### config.mk
export PLATFORM = sky130hd
export DESIGN_NAME = mis_exec
export DESIGN_NICKNAME = d
export VERILOG_FILES = /design/src/rtl/mis_pkg.sv /design/src/rtl/mis_bcd_if.sv /design/src/rtl/mis_bcd_adj.sv /design/src/rtl/mis_exec.sv
export SDC_FILE = /design/constraint.sdc
export NUM_CORES = 1
export LEC_CHECK = 0
export BUFFER_PORTS_ARGS = -buffer_cell sky130_fd_sc_hd__buf_2
export CORE_ASPECT_RATIO = 2
export CORE_MARGIN = 2
export CORE_UTILIZATION = 58
export DETAILED_ROUTE_END_ITERATION = 10
export PLACE_DENSITY_LB_ADDON = 0.25
export SETUP_SLACK_MARGIN = 0.4
export SLEW_MARGIN = 20
export SYNTH_ARGS = -nofsm -noshare
export SYNTH_HDL_FRONTEND = slang
export SYNTH_SLANG_ARGS = --single-unit
### constraint.sdc
create_clock -name ref_clk_i -period 6.45 [get_ports ref_clk_i]
set_clock_uncertainty 0.1 [all_clocks]
set_input_delay 0.645 -clock ref_clk_i [delete_from_list [all_inputs] [get_ports ref_clk_i]]
set_output_delay 0.645 -clock ref_clk_i [all_outputs]
set_load 0.02 [all_outputs]
### src/rtl/mis_pkg.sv
/*
  Shared constants and types for the instruction subset execution block.
  Assumes a single instruction clock; one instruction cycle is one clock cycle.
*/
package mis_pkg;

  localparam int unsigned DATA_W     = 8;
  localparam int unsigned PC_W       = 11;
  localparam int unsigned ADDR_W     = 7;
  localparam int unsigned IMM_W      = 9;
  localparam int unsigned PAGE_W     = 3;
  localparam int unsigned PAGE_LO    = 1;
  localparam int unsigned PAGE_HI    = 2;

  localparam logic [PC_W-1:0]   PC_RESET   = 11'h000;
  localparam logic [PC_W-1:0]   PC_STEP    = 11'h001;
  localparam logic [PC_W-1:0]   PC_SKIP    = 11'h002;
  localparam logic [DATA_W-1:0] ACC_RESET  = 8'h00;
  localparam logic [DATA_W-1:0] DEC_STEP   = 8'h01;
  localparam logic              GIE_RESET  = 1'b0;

  localparam logic [3:0]        NIB_MAX    = 4'h9;
  localparam logic [DATA_W:0]   LOW_FIX    = 9'h006;
  localparam logic [DATA_W:0]   HIGH_FIX   = 9'h060;
  localparam logic [DATA_W:0]   BYTE_MAX   = 9'h099;

  typedef enum logic [2:0] {
    OP_NOP      = 3'b000,
    OP_ADD      = 3'b001,
    OP_DEC_ADJ  = 3'b010,
    OP_DEC_SKZ  = 3'b011,
    OP_DIS_INT  = 3'b100,
    OP_ENA_INT  = 3'b101,
    OP_BRANCH   = 3'b110
  } mis_op_type;

  typedef enum logic {
    ST_RUN   = 1'b0,
    ST_FLUSH = 1'b1
  } mis_state_type;

endpackage : mis_pkg

### src/rtl/mis_bcd_if.sv
/*
  Carrier between the execution core and its decimal adjust unit.
  Assumes both ends sit on the same clock; the unit is purely combinational.
*/
`timescale 1ns/1ps
`default_nettype none
interface mis_bcd_if;
  logic [7:0] acc;
  logic       carry;
  logic       half;
  logic [7:0] adj;
  logic       carry_adj;

  modport core (output acc, output carry, output half, input adj, input carry_adj);
  modport unit (input acc, input carry, input half, output adj, output carry_adj);
endinterface : mis_bcd_if
`default_nettype wire

### src/rtl/mis_bcd_adj.sv
/*
  Packed decimal correction of an 8-bit binary sum.
  Assumes carry and half carry come from the addition that produced the sum.
*/
`timescale 1ns/1ps
`default_nettype none
module mis_bcd_adj
  import mis_pkg::*;
(
  mis_bcd_if.unit bcd
);

  logic [DATA_W:0] wide;
  logic [DATA_W:0] step;
  logic            high_fix;

  always_comb begin
    wide     = {1'b0, bcd.acc};
    step     = wide;
    if ((bcd.acc[3:0] > NIB_MAX) || bcd.half) begin
      step = wide + LOW_FIX;
    end
    // Upper test uses the uncorrected sum, as the low fix can only carry out of bit 7 when the sum already was past 0x99
    high_fix = bcd.carry || (wide > BYTE_MAX) || step[DATA_W];
    if (high_fix) begin
      step = step + HIGH_FIX;
    end
    bcd.adj       = step[DATA_W-1:0];
    bcd.carry_adj = high_fix;
  end

endmodule : mis_bcd_adj
`default_nettype wire

### src/rtl/mis_exec.sv
/*
  Execution of decimal adjust, decrement-skip-zero, global interrupt on/off,
  absolute branch and the addition that feeds the adjust.
  Assumes the fetch logic offers one decoded instruction per cycle, holds it
  while busy_o is high, and that file_rdata_i is the register file's
  combinational read of file_addr_i on the same clock.
*/
`timescale 1ns/1ps
`default_nettype none
module mis_exec
  import mis_pkg::*;
(
  input  wire logic                ref_clk_i,
  input  wire logic                resetn_i,
  input  wire logic                instr_valid_i,
  input  wire mis_op_type          op_i,
  input  wire logic [ADDR_W-1:0]   file_addr_i,
  input  wire logic                dest_i,
  input  wire logic [IMM_W-1:0]    imm_i,
  input  wire logic [DATA_W-1:0]   file_rdata_i,
  input  wire logic [PAGE_W-1:0]   page_high_buffer_i,
  output logic      [DATA_W-1:0]   acc_o,
  output logic                     carry_o,
  output logic                     zero_o,
  output logic                     global_interrupt_enable_o,
  output logic      [PC_W-1:0]     pc_o,
  output logic                     busy_o,
  output logic                     discard_o,
  output logic                     file_we_o,
  output logic      [ADDR_W-1:0]   file_waddr_o,
  output logic      [DATA_W-1:0]   file_wdata_o
);

  mis_state_type     state_q, state_d;
  logic [DATA_W-1:0] acc_q, acc_d;
  logic              carry_q, carry_d;
  logic              half_q, half_d;
  logic              zero_q, zero_d;
  logic              gie_q, gie_d;
  logic [PC_W-1:0]   pc_q, pc_d;
  logic              discard_q, discard_d;
  logic              we_q, we_d;
  logic [ADDR_W-1:0] waddr_q, waddr_d;
  logic [DATA_W-1:0] wdata_q, wdata_d;
  logic              take;
  logic [DATA_W-1:0] dec_val;
  logic [DATA_W:0]   sum_val;
  logic [4:0]        nib_sum;

  mis_bcd_if bcd ();

  mis_bcd_adj u_adj (
    .bcd (bcd.unit)
  );

  assign bcd.acc   = acc_q;
  assign bcd.carry = carry_q;
  assign bcd.half  = half_q;

  assign take    = instr_valid_i && (state_q == ST_RUN);
  assign dec_val = file_rdata_i - DEC_STEP;
  assign sum_val = {1'b0, acc_q} + {1'b0, file_rdata_i};
  assign nib_sum = {1'b0, acc_q[3:0]} + {1'b0, file_rdata_i[3:0]};

  always_comb begin
    state_d   = ST_RUN;
    acc_d     = acc_q;
    carry_d   = carry_q;
    half_d    = half_q;
    zero_d    = zero_q;
    gie_d     = gie_q;
    pc_d      = pc_q;
    discard_d = 1'b0;
    we_d      = 1'b0;
    waddr_d   = waddr_q;
    wdata_d   = wdata_q;
    if (take) begin
      pc_d = pc_q + PC_STEP;
      case (op_i)
        OP_ADD: begin
          acc_d   = sum_val[DATA_W-1:0];
          carry_d = sum_val[DATA_W];
          half_d  = nib_sum[4];
          zero_d  = (sum_val[DATA_W-1:0] == ACC_RESET);
        end
        OP_DEC_ADJ: begin
          acc_d   = bcd.adj;
          carry_d = bcd.carry_adj;
        end
        OP_DEC_SKZ: begin
          zero_d = (dec_val == ACC_RESET);
          if (dest_i) begin
            we_d    = 1'b1;
            waddr_d = file_addr_i;
            wdata_d = dec_val;
          end else begin
            acc_d = dec_val;
          end
          if (dec_val == ACC_RESET) begin
            // Jump over the slot of the fetched instruction, which becomes a no-op
            pc_d      = pc_q + PC_SKIP;
            discard_d = 1'b1;
            state_d   = ST_FLUSH;
          end
        end
        OP_DIS_INT: begin
          gie_d = 1'b0;
        end
        OP_ENA_INT: begin
          gie_d = 1'b1;
        end
        OP_BRANCH: begin
          pc_d    = {page_high_buffer_i[PAGE_HI:PAGE_LO], imm_i};
          state_d = ST_FLUSH;
        end
        default: begin
        end
      endcase
    end
  end

  always_ff @(posedge ref_clk_i) begin
    if (!resetn_i) begin
      state_q   <= ST_RUN;
      acc_q     <= ACC_RESET;
      carry_q   <= 1'b0;
      half_q    <= 1'b0;
      zero_q    <= 1'b0;
      gie_q     <= GIE_RESET;
      pc_q      <= PC_RESET;
      discard_q <= 1'b0;
      we_q      <= 1'b0;
      waddr_q   <= '0;
      wdata_q   <= ACC_RESET;
    end else begin
      state_q   <= state_d;
      acc_q     <= acc_d;
      carry_q   <= carry_d;
      half_q    <= half_d;
      zero_q    <= zero_d;
      gie_q     <= gie_d;
      pc_q      <= pc_d;
      discard_q <= discard_d;
      we_q      <= we_d;
      waddr_q   <= waddr_d;
      wdata_q   <= wdata_d;
    end
  end

  assign acc_o                     = acc_q;
  assign carry_o                   = carry_q;
  assign zero_o                    = zero_q;
  assign global_interrupt_enable_o = gie_q;
  assign pc_o                      = pc_q;
  assign busy_o                    = (state_q == ST_FLUSH);
  assign discard_o                 = discard_q;
  assign file_we_o                 = we_q;
  assign file_waddr_o              = waddr_q;
  assign file_wdata_o              = wdata_q;

  logic take_daa, take_dsz, take_dis, take_br;
  assign take_daa = take && (op_i == OP_DEC_ADJ);
  assign take_dsz = take && (op_i == OP_DEC_SKZ);
  assign take_dis = take && (op_i == OP_DIS_INT);
  assign take_br  = take && (op_i == OP_BRANCH);
endmodule : mis_exec
`default_nettype wire

# [After elaboration in Yosys (flattened, before gate mapping)]
# Index checks and enable logic that the tools add are counted.
[totals] regBits=41 out_inout_bits=40 elab_cells=58
[classes] add_sub_neg=7 order_cmp=2 n_eq_ne=7 n_mux=12 n_bitwise=1 reduce_logical=18
[op_table] operator="8-bit one-hot mux with 3 select lines" count=1
[op_table] operator="11-bit one-hot mux with 2 select lines" count=1
[op_table] operator="8-bit zero test" count=2
[op_table] operator="8-bit 2-to-1 mux" count=2
[op_table] operator="11-bit by 1-bit adder with 11-bit output (second input constant)" count=1
[op_table] operator="11-bit by 2-bit adder with 11-bit output (second input constant)" count=1
[op_table] operator="11-bit 2-to-1 mux" count=1
[op_table] operator="2-bit AND reduction" count=5
[op_table] operator="8-bit by 3-bit adder with 9-bit output (second input constant)" count=1
[op_table] operator="8-bit by 8-bit adder with 9-bit output" count=1
[op_table] operator="3-bit equality test (second input constant)" count=3
[op_table] operator="9-bit 2-to-1 mux" count=1
[op_table] operator="3-bit AND reduction" count=3
[op_table] operator="8-bit by 7-bit adder with 8-bit output (second input constant)" count=1
[op_table] operator="8-bit greater-than comparator (second input constant)" count=1
[op_table] operator="1-bit one-hot mux with 2 select lines" count=4
[op_table] operator="8-bit by 1-bit subtractor with 8-bit output (second input constant)" count=1
[op_table] operator="3-bit by 2-bit equality test with 1-bit output (second input constant)" count=2
[op_table] operator="2-bit nonzero test" count=3
[op_table] operator="4-bit by 4-bit adder with 5-bit output" count=1
[op_table] operator="4-bit greater-than comparator (second input constant)" count=1
[op_table] operator="3-bit by 1-bit equality test with 1-bit output (second input constant)" count=1
[op_table] operator="1-bit logical OR" count=3
[op_table] operator="3-bit nonzero test" count=1
[op_table] operator="other kinds (4)" count=5

# [Depth between registers and ports, before layout]
[depth] word_depth=6 ltp_mapped=10

# [By module]
# Synthesis repeated with hierarchy kept, for this count alone.
[unflattened] hier_cells=409 area_unflattened_um2=3123.0
[by_module_without_submodules] module="mis_exec" n_inst=1 cells_each=359 area_each_um2=2786.4 seq_area_each_um2=820.8
[by_module_without_submodules] module="mis_bcd_adj" n_inst=1 cells_each=50 area_each_um2=336.6 seq_area_each_um2=0.0

# [Worst setup path before layout]
# No wires, ideal clock.
[synth_path] kind="input port to flip-flop" from="in file_rdata_i[1]" to="reg pc_q[6], in the netlist pc_o[6]" setup_time_ns=0.086 arrival_time_ns=2.159 required_ns=6.264 slack_ns=4.105 cell_stages=8 path_buffers=0 cell_sequence="inv_1 > ha_1 > xnor2_1 > and3_1 > nand3_2 > o21ai_0 > o21ai_0 > a211oi_1"
[synth_via] elab_chain_len=4
[synth_rtl] element="start, declared" line="mis_exec.sv:20" rtl="input wire logic [DATA_W-1:0] file_rdata_i,"
[synth_rtl] element="8-bit by 1-bit subtractor with 8-bit output" line="mis_exec.sv:61" rtl="assign dec_val = file_rdata_i - DEC_STEP;"
[synth_rtl] element="8-bit zero test" line="mis_exec.sv:99" rtl="if (dec_val == ACC_RESET) begin"
[synth_rtl] element="11-bit 2-to-1 mux" line="mis_exec.sv:99"
[synth_rtl] element="11-bit one-hot mux with 2 select lines" line="mis_exec.sv:79" rtl="case (op_i)"
[synth_rtl] element="end signal, assigned" line="mis_exec.sv:142" rtl="pc_q <= pc_d;"
[synth_rtl] element="end, declared" line="mis_exec.sv:40" rtl="logic [PC_W-1:0] pc_q, pc_d;"
# No other way between the ends.
# A chain may end at the register's enable or synchronous reset.

# [Final worst setup path]
[layout_path] from="reg acc_q[1], in the netlist acc_o[1]" to="reg acc_q[6], in the netlist acc_o[6]"
[layout_via] elab_chain_len=6
[layout_rtl] element="start, declared" line="mis_exec.sv:35" rtl="logic [DATA_W-1:0] acc_q, acc_d;"
[layout_rtl] element="start signal, assigned" line="mis_exec.sv:125" rtl="acc_q <= ACC_RESET;"
[layout_rtl] element="start signal, assigned" line="mis_exec.sv:137" rtl="acc_q <= acc_d;"
[layout_rtl] element="branches (longest 5 deep; another with 8-bit by 3-bit adder with 9-bit output)"
[layout_rtl] element="8-bit one-hot mux with 3 select lines *" line="mis_exec.sv:79"
# Every way passes the cells marked *.

==> summary.md <==
| Metric | Value |
|---|---|
| RSZ-0062 raised after global routing | `no` |
| Post-cts resize count | `0` |
| First-pass GRT wire length | `14290 um` |
| Cell row count | `36` |
| Detailed router's first-iteration violation count | `120` |
| Width of the die | `53.98 um` |
| Maxcap violations | `0` |
| Post-CTS Hold Buffers | `0` |
| CTS H-Tree Depth | `2` |
| Worst-Margin Slew | `a little over 0.8 ns` |
| Leakage component of the power | `1.359 nW` |
| Largest driver fanout on the critical path | `7` |
| DIE AREA | `around 0.0056 sq mm` |
| TritonCTS clock tree | `done` |
| Peak clock frequency supported by timing | `roughly 370 MHz` |
| Via total after detailed routing | `3233` |
| Switch Pwr | `0.0002076 W` |
| Initial core utilization | `about three fifths` |
| Number of distinct library cells after synthesis | `56` |
| Antenna diode count | `0` |
| Sequential area share after synthesis | `28.32%` |
| Category of the worst setup path launch point | `flip-flop` |
| Number of register bits inferred by synthesis | `41` |
| Count of final hold-check violations | `0` |
| Number of antenna violations at the first check in global routing | `0` |
| Number of warnings reported in the yosys synthesis log | `0` |
| Switching fraction of total power | `31.88%` |
| Critical path capture point type | `flip-flop` |
| Share of final-layout standard cells stronger than drive strength 1 | `20.58%` |
| Detailed-route wire length per cell | `17.66 um` |
| Maximum number of pins on one net before global-route repair | `27` |
| Number of buffers inserted during clock tree synthesis | `5` |
| Critical Path AT | `2.85 ns` |
| Core Box Area | `0.004865 sq mm` |
| Clock insertion delay at the later pin of the skew report | `0.31 ns` |
| Library cell with the largest summed area after synthesis | `dfxtp_1` |
| Root buf cell | `clkbuf_8` |
| Share of flip-flops with an asynchronous set or reset after synthesis | `0%` |
| DRC violation count after routing | `0` |
| Placer Congestion | `0.9679` |
| Path class of the lowest-slack min-delay path | `flip-flop to flip-flop` |
| Slew margin rel. | `44.79%` |
| Clock transition at the registers of the reported paths | `around 0.09 ns` |
| Chip height | `a little over 100 um` |
| Number of I/O port buffers | `72` |
| Part of the power in combinational logic | `between 20% and 30%` |
| Ordered cell list for the critical path | `inv_1 > ha_1 > nor3_1 > xnor2_1 > ha_1 > o21ai_0 > nand4_1 > o221a_2 > o21ai_0` |
| Sequential cell fraction of total power | `42.9%` |
| Total routed wirelength | `8990 um` |
| Outcome | `finished clean` |
| Number of top-level pins | `74` |
| Number of nets in the final layout | `500` |
| Post-CTS Setup Inserts | `0` |
| Pre-Repair DR Iteration Count | `5` |
| Maximum count of clock buffers along a single path | `2` |
| Number of global-route vias before repair | `3130` |
| Final setup violation count | `0` |
| Worst path max stage delay | `0.48 ns` |
| Design internal power | `0.0004436 W` |
| Clock network fraction of design power | `a little over a third` |
| # clock sinks | `just over 40` |
| Power density relative to cell area | `193.0 mW/mm^2` |
| Number of enable-type register cells in the synthesized netlist | `0` |
| Placement-stage cell area | `0.003254 sq mm` |
| Aggregate global-route resource usage | `33.90%` |
| Final count of pins violating max slew | `0` |
| Top flip-flop cell by instance count after synthesis | `dfxtp_1` |
| Cell Area, Synth | `0.002898 sq mm` |
| Detailed Place HPWL | `6878 um` |
| Instance count of the mapped netlist | `391` |
| Aggregate negative setup slack | `0 ns` |
| Avg Vias per Cell | `6.352` |
| Dominant cells by area after synthesis | `dfxtp_1, nor2_1, ha_1` |
| Startpoint-to-endpoint class of the critical path | `flip-flop to flip-flop` |
| Area Growth Syn to Fin | `16.45%` |
| Required time of the critical path | `approximately 6.6 ns` |
| Portion of synthesized cell area occupied by the leading cell type | `between 20% and 30%` |
| Post-layout minimum cycle time | `about 2.7 ns` |
| Overflow left after global routing | `0` |
| Post-route standard cell area excluding fillers | `0.003374 sq mm` |
| Share of the clock period used by the worst path after layout | `42.39%` |
| Final cell utilization of the core | `69.37%` |
| Post-Synthesis Net Count | `440` |
| Mean area per synthesized cell | `7.411 sq um` |
| Max stage delay cell, worst path | `dfxtp_1` |
| Worst vdd ir | `about 200 uV` |
| Antenna Violating Nets Remaining | `0` |
## per-layer routing
metal / global-route usage (%) / part of all wire, %
met5: 0 / 0
met4: 25.18 / 7.7
met3: 5.316 / 4.6
met2: 59.49 / 53
met1: 32.49 / 35
## logic make-up (layout without fill, tap and decap cells)
| logic type | Yosys count | after routing | synth area share (%) |
|---|---|---|---|
| simple gates | 162 | 162 | 26.81 |
| compound gates | 114 | 114 | 25.43 |
| flops | 41 | 41 | 28.32 |
| buf+inv | 32 | 93 | 4.404 |
| xor+xnor | 24 | 24 | 7.254 |
| fa+ha+maj | 15 | 15 | 6.736 |
| mux | 3 | 3 | 1.036 |
## Yosys cell counts, types with 2 or more instances
library cell  count
a211oi_1         16
a21oi_1          30
a31oi_1           4
and2_1            3
and3_1            3
buf_2             5
clkbuf_1         13
dfxtp_1          41
ha_1             14
inv_1            11
mux2i_1           3
nand2_1          45
nand2b_1          3
nand3_1          12
nand4_1           9
nor2_1           49
nor2b_1           6
nor3_1           14
nor3b_1           4
nor4_1            4
o211ai_1          4
o21a_1            3
o21ai_0          31
o221a_2           4
o221ai_1          3
o22ai_1           2
o31ai_1           2
o32ai_1           2
or3_1             2
xnor2_1          16
xor2_1            8
## power by group through the flow
stage	logic, W	registers (W)	clock network, W
2_1_floorplan	0.0000891	0.000290	0
3_3_place_gp	0.000139	0.000284	0
3_5_place_dp	0.000142	0.000285	0
4_1_cts	0.000143	0.000279	0.000228
5_1_grt	0.000159	0.000280	0.000240
6_report	0.000144	0.000279	0.000228
## stage by stage
step,hold WS [ns],instances,setup slack (ns),power (W)
after detailed placement,0.3506,501,3.428,0.0004268
after global placement,0.3393,501,3.492,0.0004236
after global routing,0.3861,509,3.557,0.0006793
after floorplan,0.3980,391,4.105,0.0003789
after CTS,0.3623,509,3.685,0.0006499
final,0.3562,509,3.716,0.0006512
## cells in the final DEF, fill, tap and decap left out, types with 4 or more instances in the layout
master and instances:
o21ai_0 31, xor2_1 8, nand4_1 9, a31oi_1 4, a211oi_1 16, nand3_1 12
nand2_1 45, inv_1 11, nor3_1 14, ha_1 14, nor2b_1 6, nor4_1 4
nor2_1 49, dfxtp_1 41, buf_2 72, clkbuf_8 6, a21oi_1 30, o211ai_1 4
xnor2_1 16, o221a_2 4, nor3b_1 4
## worst max-delay path: cells and delay by family, from the launching register on
kind,cells,cell delay (ns)
buffers and inverters,1,0.14
flip-flops,1,0.48
AND/OR/NAND/NOR,2,0.59
adder cells (fa/ha/maj),2,0.53
XOR/XNOR,1,0.24
AO/OA/AOI/OAI,3,0.55
## final timing paths
check	from	to	slack (ns)	cells past startpoint
worst max-delay path	acc_o[1]	acc_o[6]	3.72	9
worst min-delay path	file_waddr_o[5]	file_waddr_o[5]	0.36	2
worst max register to register	acc_o[1]	acc_o[6]	3.72	9
worst min register to register	file_waddr_o[5]	file_waddr_o[5]	0.36	2
## registers in the layout, summed over array words and instances, names as in the netlist, 7 cells and up
name	count
file_waddr_o	7
pc_o	11
acc_o	8
file_wdata_o	8
## cell type report
type	instances	area, sq um
Inverter	12	45.04
Sequential cell	41	820.8
Multi-Input combinational cell	318	1949
Clock inverter	2	37.54
Timing Repair Buffer	73	367.9
Tap cell	57	71.32
Fill cell	440	1490
Clock buffer	6	82.58
(Power assumes the default switching activity.)
